$ cat src/include/eil_pkg.sv
package eil_pkg;
  localparam int NUM_LEVELS = 8;
  localparam int LEVEL_W = 3;
  localparam int PORT_ADDR_W = 8;
  localparam int PORT_DATA_W = 16;
  localparam int STATUS_W = 16;
  localparam logic [PORT_ADDR_W-1:0] PORT_ADDR_CTRL = 8'h38;
  localparam logic [PORT_ADDR_W-1:0] PORT_ADDR_FLAGS = 8'h39;
  localparam int STATUS_GIE_BIT = 4;
  localparam int MASK_LSB = 0;
  localparam logic [NUM_LEVELS-1:0] MASK_RESET = 8'h00;
  localparam logic [NUM_LEVELS-1:0] LEVEL_ONE = 8'h01;
  localparam logic [NUM_LEVELS-1:0] LEVEL_NONE = 8'h00;
  localparam logic GIE_RESET = 1'b0;
  localparam int LVL_CONV = 0;
  localparam int LVL_TMR1 = 1;
  localparam int LVL_TMR2 = 2;
  localparam int LVL_PD2R = 3;
  localparam int LVL_PD3F = 4;
  localparam int LVL_PFF = 5;
  localparam int LVL_PD4R = 6;
  localparam int LVL_PD5F = 7;
  localparam int PD_IDX_2 = 0;
  localparam int PD_IDX_3 = 1;
  localparam int PD_IDX_4 = 2;
  localparam int PD_IDX_5 = 3;
  localparam int PD_W = 4;
  localparam int WARM_W = 3;

  typedef struct packed {
    logic rd;
    logic wr;
    logic [PORT_ADDR_W-1:0] addr;
    logic [PORT_DATA_W-1:0] wdata;
  } eil_port_req_t;

  typedef enum logic [1:0] {
    EIL_IDLE = 2'b00,
    EIL_BRANCH = 2'b01,
    EIL_HANDLER = 2'b10
  } eil_svc_state_t;
endpackage

$ cat src/design/eil_ctrl.sv
`timescale 1ns/1ps
// How it works
// Enable instruction sets, disable clears global enable
// Global enable is status word bit 4
// Software should prefix disable with repeat
// Trigger event sets its level's pending flag
// Eight-bit flag register at port 0x39
// Reset leaves flag register untouched
// Fixed mapping of events to flag bits
// Comparator enable reroutes levels six and seven
// Clear mask bit blocks that level's service
// Mask lives in control register port 0x38
// Reset clears every mask bit
// Flags latch events whatever the mask
// Both registers readable, writable; write sets/clears flags
// Pending, unmasked flag with enable starts branch
// Lowest-numbered eligible level wins
// Vector to level; remaining levels follow by priority
// Taking branch clears global enable
// Taking branch clears serviced flag
// Masked level: no vector, nothing cleared
// Flags latch while disabled, served after enable
// Handler software re-enables globally, nesting optional
// Event beats same-cycle clear of flag
module eil_ctrl
  import eil_pkg::*;
#(
  parameter int PORTF_W = 8
) (
  input wire logic REF_CLK_I,
  input wire logic NRST_I,
  input wire logic CE_I,
  input wire eil_port_req_t PORT_REQ_I,
  output logic [PORT_DATA_W-1:0] PORT_RDATA_O,
  input wire logic ENABLE_IRQ_INSTR_I,
  input wire logic DISABLE_IRQ_INSTR_I,
  input wire logic RETURN_FROM_HANDLER_I,
  input wire logic BRANCH_READY_I,
  input wire logic CONVERTER_TIMER_UNDERFLOW_I,
  input wire logic TIMER_ONE_UNDERFLOW_I,
  input wire logic TIMER_TWO_UNDERFLOW_I,
  input wire logic PORTD2_I,
  input wire logic PORTD3_I,
  input wire logic PORTD4_I,
  input wire logic PORTD5_I,
  input wire logic [PORTF_W-1:0] PORTF_I,
  input wire logic CMP_ENABLE_I,
  input wire logic CMP_LEVEL_SIX_I,
  input wire logic CMP_LEVEL_SEVEN_I,
  output logic VECTOR_REQ_O,
  output logic [LEVEL_W-1:0] VECTOR_LEVEL_O,
  output logic [STATUS_W-1:0] STATUS_O,
  output logic HANDLER_ACTIVE_O
);
  logic [PD_W-1:0] pd_sync;
  logic [PORTF_W-1:0] pf_sync;
  logic [PD_W-1:0] pd_prev_reg;
  logic [PORTF_W-1:0] pf_prev_reg;
  logic [WARM_W-1:0] warm_reg;
  logic edges_ok;
  logic [NUM_LEVELS-1:0] ev;
  logic [NUM_LEVELS-1:0] flag_reg;
  logic [NUM_LEVELS-1:0] mask_reg;
  logic [NUM_LEVELS-1:0] cand;
  logic [NUM_LEVELS-1:0] svc_clr;
  logic gie_reg;
  logic gie_next;
  logic take;
  logic cand_valid;
  logic [LEVEL_W-1:0] cand_level;
  logic flag_wr;
  logic mask_wr;
  logic vec_req_reg;
  logic [LEVEL_W-1:0] vec_level_reg;
  logic [PORT_DATA_W-1:0] rdata_reg;
  eil_svc_state_t state_reg;
  eil_svc_state_t state_next;
  logic hact_reg;

  // Pins are asynchronous to the core clock
  eil_sync #(
    .W(PD_W)
  ) u_sync_pd (
    .clk_i(REF_CLK_I),
    .nrst_i(NRST_I),
    .ce_i(CE_I),
    .d_i({PORTD5_I, PORTD4_I, PORTD3_I, PORTD2_I}),
    .q_o(pd_sync)
  );

  eil_sync #(
    .W(PORTF_W)
  ) u_sync_pf (
    .clk_i(REF_CLK_I),
    .nrst_i(NRST_I),
    .ce_i(CE_I),
    .d_i(PORTF_I),
    .q_o(pf_sync)
  );

  // Edges are ignored until the synchronisers hold real pin levels
  always_ff @(posedge REF_CLK_I or negedge NRST_I) begin
    if (!NRST_I) begin
      warm_reg <= '0;
      pd_prev_reg <= '0;
      pf_prev_reg <= '0;
    end else if (CE_I) begin
      warm_reg <= {warm_reg[WARM_W-2:0], 1'b1};
      pd_prev_reg <= pd_sync;
      pf_prev_reg <= pf_sync;
    end
  end

  assign edges_ok = warm_reg[WARM_W-1];

  always_comb begin
    ev = LEVEL_NONE;
    ev[LVL_CONV] = CONVERTER_TIMER_UNDERFLOW_I;
    ev[LVL_TMR1] = TIMER_ONE_UNDERFLOW_I;
    ev[LVL_TMR2] = TIMER_TWO_UNDERFLOW_I;
    ev[LVL_PD2R] = edges_ok & pd_sync[PD_IDX_2] & ~pd_prev_reg[PD_IDX_2];
    ev[LVL_PD3F] = edges_ok & ~pd_sync[PD_IDX_3] & pd_prev_reg[PD_IDX_3];
    ev[LVL_PFF] = edges_ok & (|(~pf_sync & pf_prev_reg));
    if (CMP_ENABLE_I) begin
      ev[LVL_PD4R] = CMP_LEVEL_SIX_I;
      ev[LVL_PD5F] = CMP_LEVEL_SEVEN_I;
    end else begin
      ev[LVL_PD4R] = edges_ok & pd_sync[PD_IDX_4] & ~pd_prev_reg[PD_IDX_4];
      ev[LVL_PD5F] = edges_ok & ~pd_sync[PD_IDX_5] & pd_prev_reg[PD_IDX_5];
    end
  end

  assign flag_wr = PORT_REQ_I.wr && (PORT_REQ_I.addr == PORT_ADDR_FLAGS);
  assign mask_wr = PORT_REQ_I.wr && (PORT_REQ_I.addr == PORT_ADDR_CTRL);

  // Eligible levels: pending and unmasked
  assign cand = flag_reg & mask_reg;

  eil_prio #(
    .N(NUM_LEVELS),
    .W(LEVEL_W)
  ) u_prio (
    .req_i(cand),
    .valid_o(cand_valid),
    .level_o(cand_level)
  );

  // Level-sensitive so that leftovers are served after return
  assign take = gie_reg && cand_valid && BRANCH_READY_I;

  // Flags have no reset so their contents survive it
  genvar g;
  generate
    for (g = 0; g < NUM_LEVELS; g++) begin : g_flag
      assign svc_clr[g] = take && (cand_level == LEVEL_W'(g));
      always_ff @(posedge REF_CLK_I) begin
        if (CE_I) begin
          // Event ORed last so it beats software or service clears
          flag_reg[g] <= ev[g] | ((flag_wr ? PORT_REQ_I.wdata[g] : flag_reg[g]) & ~svc_clr[g]);
        end
      end
    end
  endgenerate

  always_ff @(posedge REF_CLK_I or negedge NRST_I) begin
    if (!NRST_I) begin
      mask_reg <= MASK_RESET;
    end else if (CE_I && mask_wr) begin
      mask_reg <= PORT_REQ_I.wdata[MASK_LSB +: NUM_LEVELS];
    end
  end

  // A branch wins over an enable in the same cycle
  always_comb begin
    gie_next = gie_reg;
    if (take) begin
      gie_next = 1'b0;
    end else if (ENABLE_IRQ_INSTR_I) begin
      gie_next = 1'b1;
    end else if (DISABLE_IRQ_INSTR_I) begin
      gie_next = 1'b0;
    end
  end

  always_ff @(posedge REF_CLK_I or negedge NRST_I) begin
    if (!NRST_I) begin
      gie_reg <= GIE_RESET;
    end else if (CE_I) begin
      gie_reg <= gie_next;
    end
  end

  always_ff @(posedge REF_CLK_I or negedge NRST_I) begin
    if (!NRST_I) begin
      vec_req_reg <= 1'b0;
      vec_level_reg <= '0;
    end else if (CE_I) begin
      vec_req_reg <= take;
      if (take) begin
        vec_level_reg <= cand_level;
      end
    end
  end

  always_ff @(posedge REF_CLK_I or negedge NRST_I) begin
    if (!NRST_I) begin
      rdata_reg <= '0;
    end else if (CE_I && PORT_REQ_I.rd) begin
      rdata_reg <= '0;
      if (PORT_REQ_I.addr == PORT_ADDR_FLAGS) begin
        rdata_reg[NUM_LEVELS-1:0] <= flag_reg;
      end else if (PORT_REQ_I.addr == PORT_ADDR_CTRL) begin
        rdata_reg[MASK_LSB +: NUM_LEVELS] <= mask_reg;
      end
    end
  end

  // Tracks handler nesting depth of one only; nested returns drop to idle
  always_comb begin
    case (state_reg)
      EIL_IDLE: state_next = take ? EIL_BRANCH : EIL_IDLE;
      EIL_BRANCH: state_next = take ? EIL_BRANCH : EIL_HANDLER;
      EIL_HANDLER: begin
        if (take) begin
          state_next = EIL_BRANCH;
        end else if (RETURN_FROM_HANDLER_I) begin
          state_next = EIL_IDLE;
        end else begin
          state_next = EIL_HANDLER;
        end
      end
      default: state_next = EIL_IDLE;
    endcase
  end

  always_ff @(posedge REF_CLK_I or negedge NRST_I) begin
    if (!NRST_I) begin
      state_reg <= EIL_IDLE;
      hact_reg <= 1'b0;
    end else if (CE_I) begin
      state_reg <= state_next;
      // Registered copy keeps the output straight from a flop
      hact_reg <= (state_next != EIL_IDLE);
    end
  end

  assign PORT_RDATA_O = rdata_reg;
  assign VECTOR_REQ_O = vec_req_reg;
  assign VECTOR_LEVEL_O = vec_level_reg;
  assign HANDLER_ACTIVE_O = hact_reg;
  always_comb begin
    STATUS_O = '0;
    STATUS_O[STATUS_GIE_BIT] = gie_reg;
  end

  logic [NUM_LEVELS-1:0] lvl_oh;
  logic [NUM_LEVELS-1:0] lvl_below;
  assign lvl_oh = LEVEL_ONE << VECTOR_LEVEL_O;
  assign lvl_below = lvl_oh - LEVEL_ONE;
endmodule // eil_ctrl

$ cat src/design/eil_prio.sv
`timescale 1ns/1ps
module eil_prio #(
  parameter int N = 8,
  parameter int W = 3
) (
  input wire logic [N-1:0] req_i,
  output logic valid_o,
  output logic [W-1:0] level_o
);
  // Scan from lowest priority upward so the lowest index wins
  always_comb begin
    valid_o = |req_i;
    level_o = '0;
    for (int i = N - 1; i >= 0; i--) begin
      if (req_i[i]) begin
        level_o = W'(i);
      end
    end
  end
endmodule // eil_prio

$ cat src/design/eil_sync.sv
`timescale 1ns/1ps
module eil_sync #(
  parameter int W = 1
) (
  input wire logic clk_i,
  input wire logic nrst_i,
  input wire logic ce_i,
  input wire logic [W-1:0] d_i,
  output logic [W-1:0] q_o
);
  logic [W-1:0] meta_reg;
  logic [W-1:0] sync_reg;

  always_ff @(posedge clk_i or negedge nrst_i) begin
    if (!nrst_i) begin
      meta_reg <= '0;
      sync_reg <= '0;
    end else if (ce_i) begin
      meta_reg <= d_i;
      sync_reg <= meta_reg;
    end
  end

  assign q_o = sync_reg;
endmodule // eil_sync

$ cat config.mk
export PLATFORM = sky130hd
export DESIGN_NAME = eil_ctrl
export DESIGN_NICKNAME = d
export VERILOG_FILES = /design/src/include/eil_pkg.sv /design/src/design/eil_ctrl.sv /design/src/design/eil_prio.sv /design/src/design/eil_sync.sv
export SDC_FILE = /design/constraint.sdc
export NUM_CORES = 1
export LEC_CHECK = 0
export CORE_ASPECT_RATIO = 1.25
export CORE_MARGIN = 1
export CORE_UTILIZATION = 30
export DETAILED_ROUTE_END_ITERATION = 10
export DONT_BUFFER_PORTS = 1
export GPL_TIMING_DRIVEN = 0
export SYNTH_ARGS = -nofsm -noshare
export SYNTH_HDL_FRONTEND = slang
export SYNTH_SLANG_ARGS = --single-unit
$ cat constraint.sdc
create_clock -name REF_CLK_I -period 2.3 [get_ports REF_CLK_I]
set_clock_uncertainty 0.1 [all_clocks]
set_input_delay 0.115 -clock REF_CLK_I [delete_from_list [all_inputs] [get_ports REF_CLK_I]]
set_output_delay 0.115 -clock REF_CLK_I [all_outputs]
set_load 0.005 [all_outputs]
# Yosys cells after proc, flatten, opt, wreduce, memory -nomap -nowiden
# Index checks and enable logic that the tools add are counted.
# Widths: inputs -> output; s select.
[op_classes] n_eq_ne=11 muxes=27 bitwise=40 reduce_logical=22
[ops] op="$mux 3" n=8
[ops] op="$and 1x1->1" n=17
[ops] op="$and 8x8->8" n=2
[ops] op="$eq 8x6->1 const B" n=2
[ops] op="$mux 8" n=2
[ops] op="$reduce_or 8->1" n=2
[ops] op="$logic_and 1x1->1" n=14
[ops] op="$eq 3x3->1 const B" n=4
[ops] op="$mux 1" n=12
[ops] op="$not 1->1" n=12
[ops] op="$mux 2" n=4
[ops] op="$not 8->8" n=1
[ops] op="$or 1x1->1" n=8
[ops] op="$eq 3x2->1 const B" n=2
[ops] op="$pmux 2 s3" n=1
[ops] op="$reduce_and 2->1" n=2
[ops] op="$eq 3x1->1 const B" n=1
[ops] op="$logic_not 3->1" n=1
[ops] op="$reduce_bool 3->1" n=1
[ops] op="$eq 2x1->1 const B" n=1
[ops] op="$eq 2x2->1 const B" n=1
[ops] op="$logic_not 2->1" n=1
[ops] op="$reduce_bool 2->1" n=1
[word_totals] register_bits=71 inputBits=51 wordCells=122

# Longest topological paths before layout
# Gate-level depths: netlist of the first run.
[logic_depth] word_depth=14 mapped_depth=6 mapped_depth_nobuf=5

# Modules after synthesis
# A second synthesis of the first run with hierarchy kept.
[hier_totals] hier_cells=272 area_unflattened_um2=3412.0
[modules_own_cells] module="eil_ctrl" n_inst=1 cells_each=208 area_per_inst_um2=2349.8 seq_area_each_um2=1216.2
[modules_own_cells] module="eil_sync (u_sync_pf)" n_inst=1 cells_each=34 area_per_inst_um2=649.4 seq_area_each_um2=400.4
[modules_own_cells] module="eil_sync (u_sync_pd)" n_inst=1 cells_each=17 area_per_inst_um2=331.6 seq_area_each_um2=200.2
[modules_own_cells] module="eil_prio" n_inst=1 cells_each=13 area_per_inst_um2=81.3 seq_area_each_um2=0.0

# Worst setup path before layout of the first run
# Ideal clock, no wire load.
[synth_timing] kind="input port to flip-flop" startpoint="input PORT_REQ_I[22] (netlist name)" endpoint="register flag_reg[6] (data pin)" setup_time_ns=0.261 t_arrival_ns=1.779 slack_ns=0.160 stages=5 n_path_buf=0 path_cell_list="or4b_4 > nor3_4 > nand2_4 > mux2_4 > a221o_1"
[synth_via] elab_chain_cells=5
[synth_lines] item="start: declaration" line_no="eil_ctrl.sv:33" rtl="input wire eil_port_req_t PORT_REQ_I,"
[synth_lines] item="$eq 8x6->1" line_no="eil_ctrl.sv:133" rtl="assign flag_wr = PORT_REQ_I.wr && (PORT_REQ_I.addr == PORT_ADDR_FLAGS);"
[synth_lines] item="$logic_and 1x1->1" line_no="eil_ctrl.sv:133"
[synth_lines] item="$mux 1" line_no="eil_ctrl.sv:159" rtl="flag_reg[g] <= ev[g] | ((flag_wr ? PORT_REQ_I.wdata[g] : flag_reg[g]) & ~svc_clr[g]);"
[synth_lines] item="$and 1x1->1" line_no="eil_ctrl.sv:159"
[synth_lines] item="$or 1x1->1" line_no="eil_ctrl.sv:159"
[synth_lines] item="end signal: indexed assignment" line_no="eil_ctrl.sv:159"
[synth_lines] item="end: declaration" line_no="eil_ctrl.sv:62" rtl="logic [NUM_LEVELS-1:0] flag_reg;"
# No other way between the ends.
# A chain may end at the register's enable or synchronous reset.

# Final worst setup path of the first run
[layout_timing] startpoint="input PORT_REQ_I[22] (netlist name)" endpoint="register flag_reg[0] (data pin)"
# The elaborated chain is that of the path after synthesis.

==> results.toml, run 1 <==
[outcome]
status = "finished, final reports clean"

[critical_path]
worstPathMaxFanout = 10
cp_data_required_time_ps = 2280
cp_slowest_stage_delay_ps = 560
path_cells = "or4b_4 -> nor3_4 -> nand2_4 -> o22ai_1 -> o21bai_1 -> dlygate4sd3_1"
end_kind = "register"
cp.arrival_ps = 2120
path_delay_family = "simple AND/OR/NAND/NOR gates"
critical_path_buf_inv_count = 1
slowest_stage = "or4b_4"
path_class = "input pin to register"
start_kind = "input pin"

[die]
fp.coreArea_um2 = 10620
initial_utilization_pct = 30.98
io_pins = 88
die_h_um = 119.1
fp.dieW_um = 95.64
fp-row-count = 42
dieArea_um2 = 11390

[final_layout]
num-fill-cells = 1019
syn_to_final_growth_pct = 28.42
most-common-layout-cells = "dfrtp_1, mux2_2, nand2_1, dlygate4sd3_1, buf_4"
fin_cells = 487
num_antenna_cells = 0
drive_gt1_share_pct = 24.23
nets = 401
finalInstanceArea_um2 = 4223
final_common_cell = "dfrtp_1"
fin_util_pct = 39.78

[min_path]
hp-class = "input pin to register"

[synthesis]
synth_top_area_share_pct = 47.95
yosysUniqueCellTypes = 38
synth_area_per_cell_um2 = 11.66
yosysSeqAreaShare_pct = 55.25
synth.top_cells.by_area = "dfrtp_1, mux2_2, edfxtp_1"
ys_ff_latch = 71
synth_area_um2 = 3288
synthCells = 282
synth_area_leader_cell = "dfrtp_1"
yosys_warnings = 0

[sta]
setup_slack_ps = 159.3
whs_ps = 5.307
max-slew-margin-rel_pct = 31.09
hold_viol_final = 0
slew_viol_final = 0
worst_pin_slew_ps = 1026
rsz0062_at_grt = "false"
post-route-period-util_pct = 93.07
min_period_ps = 2141
fmax_ghz = 0.4671
finalSetupViolCount = 0

[placement]
dp_cells = 436
place.gp.congestion = 0.7755
placed_cell_area_um2 = 3536
port-buffer-count = 0
dp_hpwl_um = 5145
place_ws_ps = -66.22

[global_route]
grt_pass1_wl_um = 11250
antenna_found_initial = 0
grt.total_usage_pct = 13.29
grt_pass1_vias = 2302
grt_overflow_total = 0
grt_start_max_net_pins = 64

[clocking]
htreeDepth = 3
cts_tree = "done"
cts.sinks = 71
cts_buffers = 9
insertion_delay_ps = 330
clk_transition_reported_paths_ps = 60
clk_path_buf_depth = 2
cts_setup_buffers = 0
cts_root_buf = "clkbuf_16"

[routing]
drt_iter0_markers = 104
wl_um = 7173
vias_per_cell = 4.737
drc = 0
final_antenna_net_count = 0
avgRoutedWirePerCell_um = 14.73
first_pass_iters = 4
vias = 2307

[pwr]
p_leak_nw = 1.854
peakVddDrop_mv = 0.4451
powerDensity_nw_per_um2 = 768.6

[flow_run]
cap_violations = 0
==> worst paths after layout <==
check                                    to  slack [ps]           start  depth (start not counted)
setup / recovery                flag_reg[0]         160  PORT_REQ_I[22]                          6
hold reg to reg                 warm_reg[0]         360     warm_reg[0]                          1
min in group asynchronous  u_sync_pf.q_o[7]         200          NRST_I                          2
max in group asynchronous       mask_reg[2]        1630          NRST_I                          2
setup reg to reg                flag_reg[2]         310     flag_reg[0]                          5
hold / removal                  flag_reg[3]           5   PORT_REQ_I[3]                          2
==> stage by stage <==
stage	setup TNS [ps]	total power [mW]
6_report	0	3.246
5_1_grt	0	3.382
4_1_cts	0	3.281
3_5_place_dp	-66.22	1.748
3_3_place_gp	-22.64	1.733
2_1_floorplan	0	1.682
==> cell type report <==
type                       count  area, µm²  share of cell area (%)
sequential                    71       1817                   43.02
timing repair buffer          35      367.9                   8.711
tap                          132      165.2                   3.911
clock inverter                 6      73.82                   1.748
buffer                        32      210.2                   4.978
clock buffer                  10      239.0                   5.659
multi-input combinational    189       1305                   30.90
inverter                      12      45.04                   1.067
==> timing repair <==
item | in CTS | in global routing
endpoints found under the setup margin | 0 | 2
endpoints found under the hold margin | 108 | 0
gates resized for setup | 0 | 1
hold buffers | 35 | 0
==> power by group <==
group	internal [mW]	switching (mW)
Sequential	1.38	0.0737
Combinational	0.189	0.159
Clock	0.886	0.554
==> cells in the mapped netlist, drive strengths merged <==
master and n:
dfrtp 63, mux2 40, nand2 35, buf 27
o21ai 26, a22oi 13, inv 12, edfxtp 8
mux2i 6, o22ai 6, clkbuf 5, nor3 4
a21oi 3, a41oi 3, nand2b 3, nor4 3
o21bai 3, a31oi 2, a32o 2, nand3 2
nand3b 2, nor2b 2, nor4b 2, a221o 1
and2 1, conb 1, nor2 1, nor3b 1
nor4bb 1, o31ai 1, o41ai 1, or2 1
or4b 1
==> cell families (layout without fill, tap and decap cells) <==
kind of cell | Yosys count | after routing | synth area share [%]
muxes | 46 | 46 | 15.64
AOI/OAI and AO/OA | 61 | 61 | 11.80
DFF | 71 | 71 | 55.25
and+or+nand+nor | 59 | 59 | 9.437
buffers and inverters | 44 | 95 | 7.762
other | 1 | 23 | 0.1140
==> layer usage <==
layer  vias up  GRT usage [%]  share of wire (%)
met1      1103          14.73                 40
met4         0          4.571                1.4
li1       1105              -                  -
met5         -              0                  0
met2        92          23.39                 51
met3         7          4.278                7.7
==> worst register-to-register path, stage by stage (launching register included) <==
cell	delay (ps)
edfxtp_1	430
nand2_1	130
a32o_1	280
a31oi_2	340
nor4b_1	340
o21bai_1	110
No activity file was read; power rests on OpenSTA's default activity.
==> run 2, diff against run 1 <==
--- a/config.mk
+++ b/config.mk
@@ -10,7 +10,7 @@
 export CORE_UTILIZATION = 30
 export DETAILED_ROUTE_END_ITERATION = 10
 export DONT_BUFFER_PORTS = 1
-export GPL_TIMING_DRIVEN = 0
+export GPL_TIMING_DRIVEN = 1
 export SYNTH_ARGS = -nofsm -noshare
 export SYNTH_HDL_FRONTEND = slang
 export SYNTH_SLANG_ARGS = --single-unit
==> run 2 against run 1 <==
Compared with the run above:
- global-route usage shrank 0.22 points
- combinational power shrank 11%
- sequential share of layout area grew 2.2 points
- core utilization shrank 2.0 points
- total power shrank 3.9%
- first-iteration DRC count shrank 16%
- fmax grew 5.2%
- critical endpoint is now flag_reg[6]
==> results.toml, run 2 (synthesis gave the netlist of run 1 again) <==
[final_layout]
drive_gt1_share_pct = 20.00
fin_util_pct = 37.82
final_common_cell = "dfrtp_1"
syn_to_final_growth_pct = 22.11
num_antenna_cells = 0
most-common-layout-cells = "dfrtp_1, mux2_2, nand2_1, dlygate4sd3_1, conb_1"
fin_cells = 457
nets = 371

[clocking]
htreeDepth = 3
cts_tree = "done"
cts_buffers = 9
cts_root_buf = "clkbuf_16"
cts_setup_buffers = 0
clk_transition_reported_paths_ps = 60
cts.sinks = 71
insertion_delay_ps = 340
hold_buffers = 34
cts_resized = 0
clk_path_buf_depth = 2

[global_route]
met2_usage_pct = 21.38
use_met1_pct = 15.79
grt_overflow_total = 0
grt_use_met3_pct = 4.725
grt.total_usage_pct = 13.07
busiest_layer = "met2"
grt_pass1_wl_um = 11140
grt_start_max_net_pins = 67
antenna_found_initial = 0
grt_pass1_vias = 2259

[die]
fp-row-count = 42
fp.dieW_um = 95.64
fp.coreArea_um2 = 10620
io_pins = 88
dieArea_um2 = 11390
initial_utilization_pct = 30.98
die_h_um = 119.1

[critical_path]
setup.worst_path.end = "flag_reg[6]"
end_kind = "register"
ff2ff_path_depth = 5
cp_slowest_stage_delay_ps = 440
r2r_slack_ps = 260
startpoint = "flag_reg[3]"
cp_data_required_time_ps = 2290
start_kind = "register"
worstPathMaxFanout = 7
path_cells = "and2_1 -> a32o_1 -> a31oi_1 -> nand2_1 -> a221o_1"
r2r_end = "flag_reg[6]"
reg2reg_from = "flag_reg[3]"
path_class = "register to register"
slowest_stage = "edfxtp_1"
cp.arrival_ps = 2020

[sta]
max-slew-margin-rel_pct = 63.02
min_period_ps = 2035
worst_pin_slew_ps = 552.1
post-route-period-util_pct = 88.49
setup_slack_ps = 264.8
fmax_ghz = 0.4914
tns_ps = 0
slew_viol_final = 0
rsz0062_at_grt = "false"
finalSetupViolCount = 0
hold_viol_final = 0

[flow_run]
cap_violations = 0

[routing]
avgRoutedWirePerCell_um = 15.04
wl_um = 6873
final_antenna_net_count = 0
drc = 0
drt_iter0_markers = 87
vias_per_cell = 4.818
vias = 2202
first_pass_iters = 4

[placement]
port-buffer-count = 0
place_ws_ps = 245.5
place.gp.congestion = 0.7408
dp_cells = 407
dp_hpwl_um = 4592

[pwr]
powerDensity_nw_per_um2 = 776.8
peakVddDrop_mv = 0.5232
p_leak_nw = 1.725

[outcome]
status = "finished, final reports clean"

[min_path]
hp-class = "input pin to register"
[run 2: where the power goes]
group / internal, mW / switching [mW] / total [mW]
clock: 0.762 / 0.589 / 1.35
sequential: 1.38 / 0.0761 / 1.46
combinational: 0.163 / 0.145 / 0.308
total: 2.31 / 0.810 / 3.12
[run 2: area by class of cell]
cell class,count,area (µm²)
clock buffers,9,225.2
repair buffers,37,397.9
well taps,132,165.2
flip-flops and latches,71,1817
inverters,12,45.04
fillers,1036,6600
multi-input cells,189,1299
clock inverters,7,66.31
[run 2: through the flow]
step                area [µm²]  power, mW  hold slack (ps)
global route              4015      3.255            31.88
floorplan                 3371      1.682           -280.6
detailed placement        3348      1.696           -279.1
finish                    4015      3.119            34.09
CTS                       4015      3.153            23.14
global placement          3348      1.680           -279.2
[run 2: routing by layer]
| layer | vias to the layer above | part of all wire, % |
|---|---|---|
| met1 | 1059 | 41 |
| met4 | 0 | 0.86 |
| met5 | - | 0 |
| met3 | 6 | 7.9 |
| met2 | 94 | 50 |
| li1 | 1043 | - |
[run 2: worst max-delay path: cells and delay by family, from the launching register on]
| kind | cells | cell delay (ps) |
|---|---|---|
| and+or+nand+nor | 2 | 310 |
| DFF | 1 | 440 |
| AOI/OAI and AO/OA | 3 | 940 |
[run 2: worst min path at each step]
stage	to	startpoint	cells after the start	slack [ps]
after floorplan	HANDLER_ACTIVE_O	NRST_I	0	-280
after global placement	u_sync_pf.meta_reg[7]	NRST_I	0	-280
after detailed placement	u_sync_pf.q_o[7]	NRST_I	0	-280
after CTS	flag_reg[6]	PORT_REQ_I[6]	2	20
after global routing	flag_reg[6]	PORT_REQ_I[6]	2	30
final	flag_reg[6]	PORT_REQ_I[6]	2	30
==> run 3, diff against run 2 <==
--- a/config.mk
+++ b/config.mk
@@ -6,7 +6,7 @@
 export NUM_CORES = 1
 export LEC_CHECK = 0
 export CORE_ASPECT_RATIO = 1.25
-export CORE_MARGIN = 1
+export CORE_MARGIN = 2
 export CORE_UTILIZATION = 30
 export DETAILED_ROUTE_END_ITERATION = 10
 export DONT_BUFFER_PORTS = 1
==> run 3 against run 2 <==
Compared with the run above:
- sequential cell count is the same
- first-iteration DRC count rose by 6.9%
- critical endpoint unchanged
- combinational power is essentially flat
==> results.toml, run 3 (synthesis gave the netlist of run 1 again) <==
[critical_path]
path_cells = "nand2_1 -> a32o_1 -> a31oi_1 -> nand2_1 -> a221o_1"
end_kind = "register"
path_delay_family = "compound AO/OA/AOI/OAI gates"
cp.depth = 5
cp_data_required_time_ps = 2280
start_kind = "register"
path_class = "register to register"
slowest_stage = "a31oi_1"
startpoint = "flag_reg[0]"
cp.arrival_ps = 2040
reg2reg_from = "flag_reg[0]"
ff2ff_path_depth = 5
critical_path_buf_inv_count = 0
crit_top_cell = "nand2_1"
cp_slowest_stage_delay_ps = 450
worstPathMaxFanout = 7

[min_path]
min_from = "PORT_REQ_I[6]"
hold_depth = 2
hp-class = "input pin to register"

[die]
initial_utilization_pct = 30.98
dieArea_um2 = 11820
fp.coreArea_um2 = 10620
io_pins = 88
fp-row-count = 42
fp.dieW_um = 97.64
die_h_um = 121.1

[routing]
drt_iter0_markers = 93
vias = 2205
final_antenna_net_count = 0
avgRoutedWirePerCell_um = 14.71
wl_um = 6724
drc = 0
vias_per_cell = 4.825
first_pass_iters = 4

[sta]
post-route-period-util_pct = 89.80
worst_pin_slew_ps = 579.8
max-slew-margin-rel_pct = 61.16
min_period_ps = 2066
whs_ps = 45.38
finalSetupViolCount = 0
hold_viol_final = 0
fmax_ghz = 0.4841
slew_viol_final = 0
tns_ps = 0
rsz0062_at_grt = "false"

[clocking]
cts_tree = "done"
clk_transition_reported_paths_ps = 60
clk_path_buf_depth = 2
cts_resized = 0
cts_buffers = 9
insertion_delay_ps = 330
htreeDepth = 3
cts.sinks = 71
cts_root_buf = "clkbuf_16"

[final_layout]
final_common_cell = "dfrtp_1"
drive_gt1_share_pct = 20.00
num-fill-cells = 1024
nets = 371
most-common-layout-cells = "dfrtp_1, mux2_2, nand2_1, dlygate4sd3_1, conb_1"
syn_to_final_growth_pct = 22.56
num_antenna_cells = 0

[global_route]
grt_start_max_net_pins = 67
grt_pass1_wl_um = 10950
antenna_found_initial = 0
grt_pass1_vias = 2198
grt.total_usage_pct = 12.00
grt_overflow_total = 0

[flow_run]
cap_violations = 0

[placement]
place.gp.congestion = 0.7427
dp_hpwl_um = 4598
port-buffer-count = 0

[outcome]
status = "finished, final reports clean"

[pwr]
peakVddDrop_mv = 0.5904
powerDensity_nw_per_um2 = 787.3
p_leak_nw = 1.732
run 3: cell count changes in the layout (fill, tap and decap cells not counted), sizes merged:
cell and change:
bufinv +1, inv -4, clkinv +3
run 3: report_power, final:
group	switching, mW	internal [mW]	total (mW)
logic	0.145	0.163	0.307
registers	0.0757	1.38	1.46
clock network	0.551	0.854	1.41
total	0.772	2.40	3.17
run 3: what timing repair did:
item	4_1_cts	5_1_grt
hold buffers	34	0
endpoints found under the hold margin	134	0
buffers inserted	0	0
setup endpoints to repair	0	0
run 3: area by class of cell:
type | instances | area, µm² | share of cell area, %
Sequential cell | 71 | 1817 | 45.08
Clock buffer | 9 | 225.2 | 5.588
Tap cell | 132 | 165.2 | 4.098
Multi-Input combinational cell | 189 | 1299 | 32.23
Inverter | 12 | 45.04 | 1.118
Timing Repair Buffer | 37 | 397.9 | 9.873
Clock inverter | 7 | 81.33 | 2.018
run 3: final timing paths:
check / to / slack (ps)
setup / recovery: flag_reg[6] / 230
hold / removal: flag_reg[6] / 50
setup reg to reg: flag_reg[6] / 230
hold reg to reg: warm_reg[0] / 360
max in group asynchronous: PORT_RDATA_O[7] / 1610
min in group asynchronous: u_sync_pf.q_o[3] / 210
run 3: routing by layer:
metal	global-route usage (%)	vias up	share of wire [%]	routed length, µm
li1	-	1051	-	-
met1	14.25	1066	42	2844
met2	19.96	83	50	3341
met3	5.127	5	7.4	498
met4	3.385	0	0.59	40
met5	0	-	0	0
run 3: through the flow:
step,setup slack [ps],std cells,power [mW],util [%],instance area [µm²]
floorplan,160.0,304,1.682,-,3371
global placement,250.3,407,1.681,31.54,3348
detailed placement,230.8,407,1.696,31.54,3348
CTS,268.4,457,3.223,37.97,4030
global route,58.63,457,3.314,37.97,4030
finish,234.5,457,3.173,37.97,4030
